File: src/core/rssl_pkg.sv
// Package with timing counts and constants for the robot safety stop logic.
package rssl_pkg;
  // Clock rate in hertz.
  localparam int unsigned CLK_HZ = 25000000;
  // Shortest accepted high phase of the reset button, in milliseconds.
  localparam int unsigned PULSE_MIN_MS = 50;
  // Longest accepted high phase of the reset button, in milliseconds.
  localparam int unsigned PULSE_MAX_MS = 5000;
  // Cycle counts derived from the times; both use whole cycles per millisecond, rounded down.
  localparam int unsigned PULSE_MIN_CYC =
    (PULSE_MIN_MS * (CLK_HZ / 1000) + 0) ;
  localparam int unsigned PULSE_MAX_CYC = PULSE_MAX_MS * (CLK_HZ / 1000);
  // Width of the pulse timer.
  localparam int unsigned CNT_W = 28;
  // Number of synchroniser stages for pin inputs.
  localparam int unsigned SYNC_STAGES = 3;
  // Number of pin inputs that pass the synchroniser.
  localparam int unsigned N_PINS = 4;
  // Bit positions of the pins in the synchroniser vector.
  localparam int unsigned PIN_CURTAIN = 0;
  localparam int unsigned PIN_SCANNER = 1;
  localparam int unsigned PIN_ESTOP   = 2;
  localparam int unsigned PIN_RESET   = 3;
  // States of the reset pulse validator.
  typedef enum logic [1:0] {
    RSSL_WAIT_LOW,
    RSSL_IDLE_LOW,
    RSSL_HIGH,
    RSSL_TOO_LONG
  } rssl_pulse_e;
endpackage : rssl_pkg

File: src/core/rssl_pin_if.sv
// Interface carrying the synchronised pin levels between modules.
`timescale 1ns/1ns
`default_nettype none
interface rssl_pin_if;
  // Stable, synchronised levels of the pin inputs.
  logic [rssl_pkg::N_PINS-1:0] level;
  modport src (output level);
  modport dst (input level);
endinterface : rssl_pin_if
`default_nettype wire

File: src/core/rssl_top.sv
// Safety stop logic driving the protective and emergency stop outputs.
// Behaviour
// Curtain interrupted forces protective stop low.
// Any field not clear blocks robot start.
// Stop generated regardless of robot mode.
// Manual reset: low-high-low, high 50 ms..5 s.
// Valid reset with fields clear permits one start.
// Manual mode always uses reset validation.
// Automated mode: scanner interrupted forces stop.
// Automated mode: never release while scanner interrupted.
// Pressed emergency button drops emergency output.
// Emergency stop honoured always, no preconditions.
// Emergency button evaluated here, not by controller.
// Safe state holds both outputs low.
// Reset recognised on button release edge.
// Emergency output rises only after valid reset.
// Automated mode releases when both fields clear.
// Discard out-of-window or field-blocked reset pulses.
// Emergency stop overrides protective release.
`timescale 1ns/1ns
`default_nettype none
module rssl_top #(
  // Bounds of the reset high phase in clock cycles.
  parameter int unsigned MIN_HIGH_CYC = rssl_pkg::PULSE_MIN_CYC,
  parameter int unsigned MAX_HIGH_CYC = rssl_pkg::PULSE_MAX_CYC
) (
  // Clock and reset.
  input  wire logic clk,
  input  wire logic rst_n,
  // Configuration strap: high selects automated reset of the protective stop.
  input  wire logic auto_reset_mode,
  // Field inputs, high when the field is clear.
  input  wire logic curtain_clear,
  input  wire logic scanner_clear,
  // Emergency button contact, high while not pressed.
  input  wire logic estop_released,
  // Reset button, high while pressed.
  input  wire logic reset_button,
  // Safe outputs, high means released.
  output logic      protective_stop_n,
  output logic      emergency_stop_n,
  // One-cycle pulse: a valid reset was accepted.
  output logic      reset_accepted
);
  rssl_pin_if pins ();

  // Cycle bounds for the reset high phase.
  localparam logic [rssl_pkg::CNT_W-1:0] MIN_CYC =
    rssl_pkg::CNT_W'(MIN_HIGH_CYC);
  localparam logic [rssl_pkg::CNT_W-1:0] MAX_CYC =
    rssl_pkg::CNT_W'(MAX_HIGH_CYC);
  // Low cycles to see after reset before the button level can be trusted.
  localparam logic [rssl_pkg::CNT_W-1:0] SETTLE_CYC =
    rssl_pkg::CNT_W'(rssl_pkg::SYNC_STAGES + 1);
  // The cycle that enters the high phase already counts as one.
  localparam logic [rssl_pkg::CNT_W-1:0] ONE_CYC = rssl_pkg::CNT_W'(1);

  logic                     fields_clear;
  logic                     curtain_ok;
  logic                     scanner_ok;
  logic                     estop_ok;
  logic                     button;
  logic                     button_q;
  logic                     fall;
  logic                     valid_pulse;
  logic                     mode_q;
  logic                     mode_seen_q;
  logic [rssl_pkg::CNT_W-1:0] cnt_q;
  logic                     blocked_q;
  rssl_pkg::rssl_pulse_e    st_q;
  logic                     estop_out_q;
  logic                     prot_out_q;
  logic                     accept_q;

  // Pins enter through the three-stage synchroniser.
  rssl_sync u_sync (
    .clk      (clk),
    .rst_n    (rst_n),
    .pins_raw ({reset_button, estop_released, scanner_clear, curtain_clear}),
    .idle_val (4'h0),
    .out      (pins)
  );

  assign curtain_ok   = pins.level[rssl_pkg::PIN_CURTAIN];
  assign scanner_ok   = pins.level[rssl_pkg::PIN_SCANNER];
  assign estop_ok     = pins.level[rssl_pkg::PIN_ESTOP];
  assign button       = pins.level[rssl_pkg::PIN_RESET];
  assign fields_clear = curtain_ok & scanner_ok;
  assign fall         = button_q & ~button;

  // Mode strap is caught once after reset release.
  always_ff @(posedge clk or negedge rst_n) begin
    if (!rst_n) begin
      mode_q      <= 1'b0;
      mode_seen_q <= 1'b0;
    end else if (!mode_seen_q) begin
      mode_q      <= auto_reset_mode;
      mode_seen_q <= 1'b1;
    end
  end

  // Previous button level for edge detection.
  always_ff @(posedge clk or negedge rst_n) begin
    if (!rst_n) begin
      button_q <= 1'b0;
    end else begin
      button_q <= button;
    end
  end

  // Pulse validator: low, then high for a timed window, then low again.
  always_ff @(posedge clk or negedge rst_n) begin
    if (!rst_n) begin
      st_q      <= rssl_pkg::RSSL_WAIT_LOW;
      cnt_q     <= '0;
      blocked_q <= 1'b0;
    end else begin
      case (st_q)
        rssl_pkg::RSSL_WAIT_LOW: begin
          // A button held at power-up must be released first; the level
          // reads low until the synchroniser has filled, so wait that out.
          if (button) begin
            cnt_q <= '0;
          end else if (cnt_q >= SETTLE_CYC) begin
            st_q <= rssl_pkg::RSSL_IDLE_LOW;
          end else begin
            cnt_q <= cnt_q + 1'b1;
          end
        end
        rssl_pkg::RSSL_IDLE_LOW: begin
          if (button) begin
            st_q      <= rssl_pkg::RSSL_HIGH;
            cnt_q     <= ONE_CYC;
            blocked_q <= ~fields_clear;
          end
        end
        rssl_pkg::RSSL_HIGH: begin
          if (!fields_clear) begin
            blocked_q <= 1'b1;
          end
          if (!button) begin
            st_q <= rssl_pkg::RSSL_IDLE_LOW;
          end else if (cnt_q >= MAX_CYC) begin
            st_q <= rssl_pkg::RSSL_TOO_LONG;
          end else begin
            cnt_q <= cnt_q + 1'b1;
          end
        end
        rssl_pkg::RSSL_TOO_LONG: begin
          if (!button) begin
            st_q <= rssl_pkg::RSSL_IDLE_LOW;
          end
        end
        default: begin
          st_q <= rssl_pkg::RSSL_WAIT_LOW;
        end
      endcase
    end
  end

  // Valid on the release edge with the high phase inside the window.
  assign valid_pulse = (st_q == rssl_pkg::RSSL_HIGH) && fall &&
                       (cnt_q >= MIN_CYC) && (cnt_q <= MAX_CYC) &&
                       !blocked_q && fields_clear;

  // Emergency output: drops at once, rises only on a valid reset.
  always_ff @(posedge clk or negedge rst_n) begin
    if (!rst_n) begin
      estop_out_q <= 1'b0;
    end else if (!estop_ok) begin
      estop_out_q <= 1'b0;
    end else if (!estop_out_q && valid_pulse) begin
      estop_out_q <= 1'b1;
    end
  end

  // Protective output in both reset variants; a reset that also clears the
  // emergency stop releases both outputs on the same pulse.
  always_ff @(posedge clk or negedge rst_n) begin
    if (!rst_n) begin
      prot_out_q <= 1'b0;
    end else if (!curtain_ok) begin
      prot_out_q <= 1'b0;
    end else if (!scanner_ok) begin
      prot_out_q <= 1'b0;
    end else if (!mode_seen_q) begin
      prot_out_q <= 1'b0;
    end else if (mode_q) begin
      prot_out_q <= estop_out_q;
    end else if (!prot_out_q && valid_pulse && estop_ok) begin
      prot_out_q <= 1'b1;
    end
  end

  // One-cycle marker of an accepted reset.
  always_ff @(posedge clk or negedge rst_n) begin
    if (!rst_n) begin
      accept_q <= 1'b0;
    end else begin
      accept_q <= valid_pulse;
    end
  end

  // Gate the protective output with the emergency state as well.
  assign protective_stop_n = prot_out_q & estop_out_q & fields_clear;
  assign emergency_stop_n  = estop_out_q;
  assign reset_accepted    = accept_q;
endmodule : rssl_top
`default_nettype wire

File: src/core/rssl_sync.sv
// Three-stage synchroniser that passes a pin change once two stages agree.
`timescale 1ns/1ns
`default_nettype none
module rssl_sync (
  // Clock and reset.
  input  wire logic                        clk,
  input  wire logic                        rst_n,
  // Raw pin levels and their safe idle values.
  input  wire logic [rssl_pkg::N_PINS-1:0] pins_raw,
  input  wire logic [rssl_pkg::N_PINS-1:0] idle_val,
  // Synchronised levels.
  rssl_pin_if.src                          out
);
  genvar g;
  // One synchroniser chain per pin.
  generate
    for (g = 0; g < rssl_pkg::N_PINS; g++) begin : g_pin
      logic s1_q;
      logic s2_q;
      logic s3_q;
      logic lvl_q;
      // Stages and the held level reset to zero, which reads as a stop.
      always_ff @(posedge clk or negedge rst_n) begin
        if (!rst_n) begin
          s1_q  <= 1'b0;
          s2_q  <= 1'b0;
          s3_q  <= 1'b0;
          lvl_q <= 1'b0;
        end else begin
          s1_q <= pins_raw[g];
          s2_q <= s1_q;
          s3_q <= s2_q;
          if (s2_q == s3_q) begin
            lvl_q <= s3_q;
          end
        end
      end
      assign out.level[g] = lvl_q;
    end
  endgenerate
  // The idle values are unused because every stage resets to zero.
  logic unused_idle;
  assign unused_idle = ^idle_val;
endmodule : rssl_sync
`default_nettype wire

File: config.mk
export PLATFORM = sky130hd
export DESIGN_NAME = rssl_top
export DESIGN_NICKNAME = d
export VERILOG_FILES = /design/src/core/rssl_pkg.sv /design/src/core/rssl_pin_if.sv /design/src/core/rssl_top.sv /design/src/core/rssl_sync.sv
export SDC_FILE = /design/constraint.sdc
export NUM_CORES = 1
export LEC_CHECK = 0
export ABC_CLOCK_PERIOD_IN_PS = 2800
export BUFFER_PORTS_ARGS = -buffer_cell sky130_fd_sc_hd__buf_2
export CORE_MARGIN = 2
export CORE_UTILIZATION = 62
export CTS_CLUSTER_DIAMETER = 80
export DETAILED_ROUTE_END_ITERATION = 7
export PLACE_DENSITY = 0.89
export SYNTH_ARGS = -nofsm -noshare
export SYNTH_HDL_FRONTEND = slang
export SYNTH_SLANG_ARGS = --single-unit
export TNS_END_PERCENT = 5
File: constraint.sdc
create_clock -name clk -period 2.8 [get_ports clk]
set_input_delay 0.28 -clock clk [delete_from_list [all_inputs] [get_ports clk]]
set_output_delay 0.28 -clock clk [all_outputs]
set_load 0.05 [all_outputs]
==> results.toml, run 1 <==
[outcome]
status = "finished, final reports clean"

[cells_and_area]
final_common_cell = "dfrtp_1"
layoutNonFillerInstCount = 360
area_delta_synth_final_pct = 6.108
diodes = 0
final_cell_mix = "53 x dfrtp_1, 35 x o31ai_1, 24 x nand2_1"
fin_nets = 320
fillerInstances = 341
drive_above_1_share_pct = 14.05

[detailed_routing]
vias = 2454
antenna_left = 0
drc = 0
postRouteWirelength_mm = 6.470
wl_met2_mm = 3.198
dr.pass1.iters = 5
drt-wirelength-per-cell_um = 17.97
drtIter0Drc = 348
viasPerCell = 6.817
highest_layer = "met4"
wl_met1_mm = 2.844
met3_length_um = 305

[critical_path]
worstSetupEndpointType = "flop"
worst-r2r-setup-slack_ns = 0.26
crit_type = "reg2reg"
crit_required_ns = 3.00
crit_start = "cnt_q[13]$_DFFE_PN0P_"
crit_arrival_ns = 2.73
reg2regPathDepth = 7
startpoint_type = "flop"
reg2reg_to = "cnt_q[22]$_DFFE_PN0P_"
r2r-start = "cnt_q[13]$_DFFE_PN0P_"
crit_fanout = 14

[logic_synthesis]
synth_fa_ha_area_share_pct = 4.784
async_reset_ff_share_pct = 100.0
synth.avg_cell_area_um2 = 9.667
ys.flop_type = "dfrtp_1"
synth-xor-area-share_pct = 0
synth_edf_count = 0
synth_top_family_by_area = "compound AO/OA/AOI/OAI gates"
synth_seq_cells = 53
synth_compound_area_share_pct = 25.12
synth_nets = 318
synth-seq-area-share_pct = 45.28
yosys_warnings = 0
synth_cell_type_count = 48
synth_area_um2 = 2929
synth_cells = 303
synthMuxAreaShare_pct = 1.410
yosys.area_share.simple_pct = 17.98

[clock_tree]
clk_pin_slew_ns = 0.10
htree_levels = 2
cts_setup_buffers = 0
clk_path_buf_depth = 2
cts_num_sinks = 53
clock-root-buffer = "clkbuf_8"
cts_tree = "done"
clk_latency_ns = 0.31
cts_made_buffers = 5

[place]
place.gp.congestion = 0.8388
placed_cells = 351
io_buffers = 9
dp_hpwl_mm = 4.313

[timing]
finalSetupViolCount = 0
worstMarginPinSlew_ns = 0.6431
slew_violations = 0
fin_crit_sh_pct = 90.58
finalClockSkew_ns = 0.007914
finalHoldViolCount = 0
max_clock_freq_mhz = 394.3
slew_headroom_pct = 57.02
fin_crit_ns = 2.536
rsz0062_at_grt = "no"
setup-tns-final_ns = 0

[floorplan]
die_w_um = 72.74
rows = 25
core_area_um2 = 4629
initial_core_util_pct = 63.27
ios = 10
die_area_um2 = 5290
die_h_um = 72.74

[min_path]
hold_path_end = "u_sync.g_pin[3].s1_q$_DFF_PN0_"
hold_start = "reset_button"
hold_path_class = "in2reg"
hold_depth = 1

[power_and_ir_drop]
combinationalPowerShare_pct = 39.6
p_leak_uw = 0.001372
power_switching_uw = 923.1
power.internal_uw = 1286
max-vdd-ir-drop_v = 0.0004888
p_clk_share_pct = 20.8
p_per_area_nw_per_um2 = 710.7
switching_share_pct = 41.79
pwr-share-seq_pct = 39.7

[run]
drv_cap = 0

[global_routing]
antenna_found_initial = 0
grt_use_total_pct = 26.76
grt-ovfl-total = 0
grt_max_degree = 37
grt_pass1_vias = 2328
grt_pass1_wl_mm = 11.04
==> cells in the mapped netlist (3+ instances only) <==
cell type / number / share of area, %
mux2i_1: 3 / 1.0
nand2_1: 24 / 3.1
nor2_1: 20 / 2.6
nor3_1: 10 / 1.7
clkbuf_1: 13 / 1.7
nand2b_1: 4 / 0.85
a31oi_1: 6 / 1.3
a21oi_1: 16 / 2.7
o41ai_1: 4 / 1.2
nand3_1: 12 / 2.1
dfrtp_1: 53 / 45
nor4_1: 4 / 0.85
o31ai_1: 35 / 9.0
and2_1: 5 / 1.1
maj3_1: 4 / 1.4
buf_4: 3 / 0.77
buf_2: 6 / 1.0
inv_1: 9 / 1.2
nand4_1: 5 / 1.1
o21ai_0: 7 / 1.2
o31ai_2: 9 / 3.8
ha_1: 8 / 3.4
or3_1: 3 / 0.64
and3_1: 8 / 1.7
==> worst max-delay path: stages, from the launching register on <==
cell and delay, ns:
dfrtp_1 0.49, nor4_2 0.32, nand2b_1 0.15, nor4_2 0.34, o21ai_2 0.13, or3_1 0.36, buf_4 0.22, o41ai_1 0.39
==> routing by layer <==
layer,vias to the layer above,global-route usage (%)
li1,1141,-
met1,1205,37.30
met2,90,42.12
met3,18,4.696
met4,0,9.877
met5,-,0
==> metrics by stage <==
| step | utilization, % | total power, uW | area [um^2] | hold slack, ns | setup slack [ns] |
|---|---|---|---|---|---|
| floorplan | - | 1533 | 2929 | -0.01559 | 0.6091 |
| global placement | 64.86 | 1714 | 3003 | 0.2379 | 0.4236 |
| detailed placement | 64.86 | 1741 | 3003 | 0.2380 | 0.2427 |
| CTS | 67.11 | 2200 | 3107 | 0.06053 | 0.2053 |
| global route | 67.14 | 2330 | 3108 | 0.04990 | 0.04447 |
| finish | 67.14 | 2209 | 3108 | 0.06398 | 0.2637 |
==> worst max path at each step <==
stage	cells after the start	endpoint
after CTS	6	st_q[0]$_DFFE_PN0P_
after detailed placement	6	st_q[0]$_DFFE_PN0P_
after global placement	7	cnt_q[20]$_DFFE_PN0P_
after floorplan	9	cnt_q[7]$_DFFE_PN0P_
after global routing	6	st_q[0]$_DFFE_PN0P_
final	7	cnt_q[22]$_DFFE_PN0P_
==> flip-flops by register name, indices dropped and copies added, names as in the netlist, 2 cells and up <==
signal and cells:
u_sync.g_pin.lvl_q 4, u_sync.g_pin.s1_q 4, u_sync.g_pin.s3_q 4, u_sync.g_pin.s2_q 4, cnt_q 28, st_q 2
==> power groups by stage <==
stage / clock, uW / sequential (uW) / combinational, uW
after floorplan: 0 / 878 / 655
after global placement: 0 / 886 / 828
after detailed placement: 0 / 891 / 850
after CTS: 463 / 875 / 862
after global routing: 491 / 886 / 953
final: 459 / 876 / 874
==> cells by family (layout without fill, tap and decap cells) <==
family	Yosys count	in the layout
simple gates	103	103
flops	53	53
compound gates	96	96
mux	4	4
other cells	1	1
fa+ha+maj	12	12
buf+inv	34	37
==> repair_timing <==
action / CTS / global route
endpoints found under the hold margin: 17 / 0
hold buffers: 1 / 0
gates resized for setup: 0 / 1
endpoints found under the setup margin: 0 / 30
==> layout make-up <==
| type | count | area [um^2] | area share, % |
|---|---|---|---|
| clock inverters | 3 | 25.02 | 0.8052 |
| inverters | 9 | 33.78 | 1.087 |
| multi-input cells | 216 | 1456 | 46.86 |
| repair buffers | 20 | 130.1 | 4.187 |
| well taps | 54 | 67.56 | 2.174 |
| clock buffers | 5 | 68.82 | 2.214 |
| flip-flops and latches | 53 | 1326 | 42.67 |
Power figures use the tool's default switching activity.
==> run 2: changes to the inputs <==
--- a/config.mk
+++ b/config.mk
@@ -12,6 +12,7 @@
 export CTS_CLUSTER_DIAMETER = 80
 export DETAILED_ROUTE_END_ITERATION = 7
 export PLACE_DENSITY = 0.89
+export SETUP_SLACK_MARGIN = 0.5
 export SYNTH_ARGS = -nofsm -noshare
 export SYNTH_HDL_FRONTEND = slang
 export SYNTH_SLANG_ARGS = --single-unit
==> results.toml, run 2 (synthesized netlist as in run 1, its figures left out) <==
[cells_and_area]
final_cell_mix = "46 x dfrtp_1, 34 x o31ai_1, 24 x nand2_1"
top_register = "cnt_q"
largest_register_ff_count = 28
final_common_cell = "dfrtp_1"
area_delta_synth_final_pct = 10.81
layoutNonFillerInstCount = 366
fin_nets = 326
drive_above_1_share_pct = 20.51
diodes = 0

[detailed_routing]
vias = 2522
drt-wirelength-per-cell_um = 19.41
drtIter0Drc = 345
antenna_left = 0
viasPerCell = 6.891
dr.pass1.iters = 5
drc = 0
postRouteWirelength_mm = 7.104

[power_and_ir_drop]
total_power_uw = 2277
max-vdd-ir-drop_v = 0.0005141
p_per_area_nw_per_um2 = 701.7
p_leak_uw = 0.001427

[clock_tree]
clk_pin_slew_ns = 0.11
clk_path_buf_depth = 2
cts_made_buffers = 5
cts_tree = "done"
clock-root-buffer = "clkbuf_8"
cts_num_sinks = 53
htree_levels = 2
clk_latency_ns = 0.32

[global_routing]
antenna_found_initial = 0
grt-ovfl-total = 0
grt_pass1_vias = 2350
grt_use_total_pct = 27.05
grt_pass1_wl_mm = 11.18
grt_max_degree = 37

[timing]
finalHoldViolCount = 0
fin_crit_ns = 2.392
finalSetupViolCount = 0
max_clock_freq_mhz = 418.0
slew_headroom_pct = 66.97
worstMarginPinSlew_ns = 0.4886
rsz0062_at_grt = "yes"
finalClockSkew_ns = 0.006691
fin_crit_sh_pct = 85.44
setup-tns-final_ns = 0
slew_violations = 0

[critical_path]
cp_top_family = "simple AND/OR/NAND/NOR gates"
crit_arrival_ns = 2.61
crit_type = "reg2reg"
crit_required_ns = 3.01
slowest_stage = "dfrtp_2"
critical_path.cell_chain = "nor3_1, o21ai_0, and3_1, o31a_1, or3_4, buf_6, o41ai_1"
crit_fanout = 14
slowest_delay_ns = 0.49
startpoint_type = "flop"
worstSetupEndpointType = "flop"
path_buf_inv = 1

[floorplan]
ios = 10
rows = 25
core_area_um2 = 4629
die_w_um = 72.74
die_area_um2 = 5290
initial_core_util_pct = 63.27
die_h_um = 72.74

[run]
drv_cap = 0

[place]
placed_cells = 351
place.gp.congestion = 0.8388
dp_hpwl_mm = 4.313
io_buffers = 9

[min_path]
hold_path_class = "in2reg"

[outcome]
status = "finished, final reports clean"
==> run 2: changes by cell type in the layout (fill, tap and decap cells not counted), sizes merged <==
| cell | previous run | this run |
|---|---|---|
| buf | 19 | 25 |
==> run 2: path summary, 6_finish.rpt <==
kind | start | to | slack, ns | depth (start not counted)
worst max register to register | cnt_q[19]$_DFFE_PN0P_ | cnt_q[20]$_DFFE_PN0P_ | 0.41 | 7
worst min-delay path | estop_released | u_sync.g_pin[2].s1_q$_DFF_PN0_ | 0.06 | 1
worst max-delay path | cnt_q[19]$_DFFE_PN0P_ | cnt_q[20]$_DFFE_PN0P_ | 0.41 | 7
worst min register to register | u_sync.g_pin[3].s1_q$_DFF_PN0_ | u_sync.g_pin[3].s2_q$_DFF_PN0_ | 0.37 | 0
max in group asynchronous | rst_n | cnt_q[23]$_DFFE_PN0P_ | 1.56 | 3
min in group asynchronous | rst_n | cnt_q[14]$_DFFE_PN0P_ | 0.42 | 2
==> run 2: report_power, final <==
| group | switching (uW) | total (uW) | internal (uW) |
|---|---|---|---|
| logic | 625 | 936 | 311 |
| registers | 55.1 | 877 | 821 |
| clock network | 282 | 465 | 183 |
| total | 962 | 2280 | 1320 |
==> run 2: per-stage QoR <==
stage / area (um^2) / util, % / worst slack [ns] / hold WS (ns)
2_1_floorplan: 2929 / - / 0.6091 / -0.01559
3_3_place_gp: 3003 / 64.86 / 0.4236 / 0.2379
3_5_place_dp: 3003 / 64.86 / 0.2427 / 0.2380
4_1_cts: 3132 / 67.65 / 0.3802 / 0.06053
5_1_grt: 3246 / 70.11 / 0.3244 / 0.04990
6_report: 3246 / 70.11 / 0.4078 / 0.05953
==> run 2: cell type report <==
class | instances | area [um^2]
Clock buffer | 5 | 68.82
Clock inverter | 3 | 25.02
Fill cell | 323 | 1384
Inverter | 9 | 33.78
Multi-Input combinational cell | 216 | 1529
Sequential cell | 53 | 1335
Tap cell | 54 | 67.56
Timing Repair Buffer | 26 | 186.4
==> run 2: timing repair <==
| item | in CTS | in global routing |
|---|---|---|
| pin swaps | 0 | 1 |
| buffers inserted | 0 | 6 |
| hold buffers | 1 | 0 |
| endpoints found under the hold margin | 17 | 0 |
| endpoints found under the setup margin | 30 | 30 |
| resized for setup | 6 | 16 |
==> run 2: layer usage <==
| metal | track usage [%] | wire (um) | vias to the layer above |
|---|---|---|---|
| met5 | 0 | 0 | - |
| met4 | 9.877 | 196 | 0 |
| met3 | 4.420 | 371 | 21 |
| met2 | 43.43 | 3625 | 111 |
| met1 | 37.21 | 2910 | 1237 |
| li1 | - | - | 1153 |
==> run 3: changes to the inputs <==
--- a/config.mk
+++ b/config.mk
@@ -7,6 +7,7 @@
 export LEC_CHECK = 0
 export ABC_CLOCK_PERIOD_IN_PS = 2800
 export BUFFER_PORTS_ARGS = -buffer_cell sky130_fd_sc_hd__buf_2
+export CORE_ASPECT_RATIO = 1.75
 export CORE_MARGIN = 2
 export CORE_UTILIZATION = 62
 export CTS_CLUSTER_DIAMETER = 80
==> results.toml, run 3 (synthesized netlist as in run 1, its figures left out) <==
[outcome]
status = "finished, final reports clean"

[critical_path]
path_buf_inv = 0
crit_required_ns = 2.99
startpoint_type = "flop"
critical_path.cell_chain = "and4_1, nand4_1, nor4_1, a21oi_1, o31ai_1, o31ai_1"
cp_common_cell = "o31ai_1"
worstSetupEndpointType = "flop"
slowest_delay_ns = 0.79
slowest_stage = "nor4_1"
cp_top_family = "simple AND/OR/NAND/NOR gates"
reg2regPathDepth = 6
crit_arrival_ns = 2.72
crit_start = "cnt_q[20]$_DFFE_PN0P_"
crit_type = "reg2reg"
reg2reg_to = "cnt_q[27]$_DFFE_PN0P_"
r2r-start = "cnt_q[20]$_DFFE_PN0P_"
worst-r2r-setup-slack_ns = 0.27
crit_fanout = 9

[cells_and_area]
drive_above_1_share_pct = 22.76
diodes = 0
layoutNonFillerInstCount = 364
multi_input_area_um2 = 1556
area_delta_synth_final_pct = 12.77
fillerInstances = 301
final_cell_mix = "42 x dfrtp_1, 33 x o31ai_1, 24 x nand2_1"
final_common_cell = "dfrtp_1"
fin_nets = 326
top_register = "cnt_q"
seq_area_um2 = 1340
largest_register_ff_count = 28
stdcell_area_um2 = 3303

[clock_tree]
cts_num_sinks = 53
clk_pin_slew_ns = 0.10
clk_latency_ns = 0.31
cts_tree = "done"
cts_made_buffers = 5
clock-root-buffer = "clkbuf_8"
clk_path_buf_depth = 2
htree_levels = 2

[timing]
slew_violations = 0
fin_crit_ns = 2.527
rsz0062_at_grt = "yes"
fin_crit_sh_pct = 90.26
worstMarginPinSlew_ns = 0.9595
slew_headroom_pct = 35.45
hold_ws_ns = 0.06529
finalSetupViolCount = 0
setup-tns-final_ns = 0
max_clock_freq_mhz = 395.7
finalClockSkew_ns = 0.003819
finalHoldViolCount = 0

[detailed_routing]
drtIter0Drc = 190
drc = 0
dr.pass1.iters = 4
postRouteWirelength_mm = 7.191
viasPerCell = 7.192
drt-wirelength-per-cell_um = 19.76
vias = 2618
antenna_left = 0

[place]
dp_hpwl_mm = 4.495
place.gp.congestion = 0.9870
placed_cells = 347
placed_cell_area_um2 = 2985
io_buffers = 9

[power_and_ir_drop]
pwr-share-seq_pct = 37.3
power_switching_uw = 971.3
p_leak_uw = 0.001445
power.internal_uw = 1377
combinationalPowerShare_pct = 43.4
max-vdd-ir-drop_v = 0.0008250
p_per_area_nw_per_um2 = 711.1
switching_share_pct = 41.35
p_clk_share_pct = 19.3

[global_routing]
met3_usage_pct = 3.562
grt-ovfl-total = 0
antenna_found_initial = 0
grt_max_degree = 31
grt.busiest_layer = "met2"
grt_use_total_pct = 26.57
use_met2_pct = 48.02
met1_usage_pct = 29.75
grt_pass1_vias = 2558
grt_pass1_wl_mm = 11.27

[floorplan]
core_area_um2 = 4624
die_area_um2 = 5312
die_w_um = 55.96
ios = 10
rows = 33
die_h_um = 94.93
initial_core_util_pct = 63.34

[min_path]
hold_depth = 1
hold_start = "reset_button"
hold_path_end = "u_sync.g_pin[3].s1_q$_DFF_PN0_"
hold_path_class = "in2reg"

[run]
drv_cap = 0
==> run 3: changes by cell type in the layout (fill, tap and decap cells not counted), moves of 2 or more <==
cell     change
nor4_2       +3
nor4_1       -2
inv_6        -2
dfrtp_1      -4
dfrtp_2      +4
==> run 3: how the worst max path moves through the flow <==
| stage | endpoint | cells past startpoint | slack (ns) |
|---|---|---|---|
| 2_1_floorplan | cnt_q[7]$_DFFE_PN0P_ | 9 | 0.61 |
| 3_3_place_gp | cnt_q[20]$_DFFE_PN0P_ | 7 | 0.39 |
| 3_5_place_dp | st_q[0]$_DFFE_PN0P_ | 6 | 0.23 |
| 4_1_cts | cnt_q[22]$_DFFE_PN0P_ | 7 | 0.37 |
| 5_1_grt | cnt_q[27]$_DFFE_PN0P_ | 6 | 0.18 |
| 6_report | cnt_q[27]$_DFFE_PN0P_ | 6 | 0.27 |
==> run 3: final cells by class <==
| type | count | area share [%] |
|---|---|---|
| Timing Repair Buffer | 26 | 6.439 |
| Clock buffer | 5 | 2.083 |
| Clock inverter | 3 | 0.7955 |
| Inverter | 9 | 1.023 |
| Multi-Input combinational cell | 216 | 47.12 |
| Sequential cell | 53 | 40.57 |
| Tap cell | 52 | 1.970 |
==> run 3: metrics by stage <==
stage | setup slack (ns) | util, % | total power, uW
6_report | 0.2729 | 71.43 | 2349
3_5_place_dp | 0.2269 | 64.56 | 1717
5_1_grt | 0.1783 | 71.43 | 2484
2_1_floorplan | 0.6091 | - | 1533
4_1_cts | 0.3732 | 67.42 | 2187
3_3_place_gp | 0.3907 | 64.56 | 1698
==> run 3: power groups by stage <==
| stage | registers (uW) | logic (uW) | clock network, uW |
|---|---|---|---|
| 3_3_place_gp | 888 | 810 | 0 |
| 6_report | 876 | 1020 | 452 |
| 4_1_cts | 871 | 858 | 457 |
| 5_1_grt | 882 | 1120 | 484 |
| 2_1_floorplan | 878 | 655 | 0 |
| 3_5_place_dp | 896 | 822 | 0 |
==> run 3: layer usage <==
metal | vias to the layer above | wire length (um)
met5 | - | 0
met4 | 0 | 404
met2 | 151 | 3735
met1 | 1266 | 2580
met3 | 43 | 471
li1 | 1158 | -
==> run 3: timing repair <==
action	in CTS	in global routing
hold buffers	1	0
endpoints found under the setup margin	30	30
endpoints found under the hold margin	21	0
setup buffers	1	6
gates cloned	0	1
gates resized for setup	5	28
pin swaps	0	1
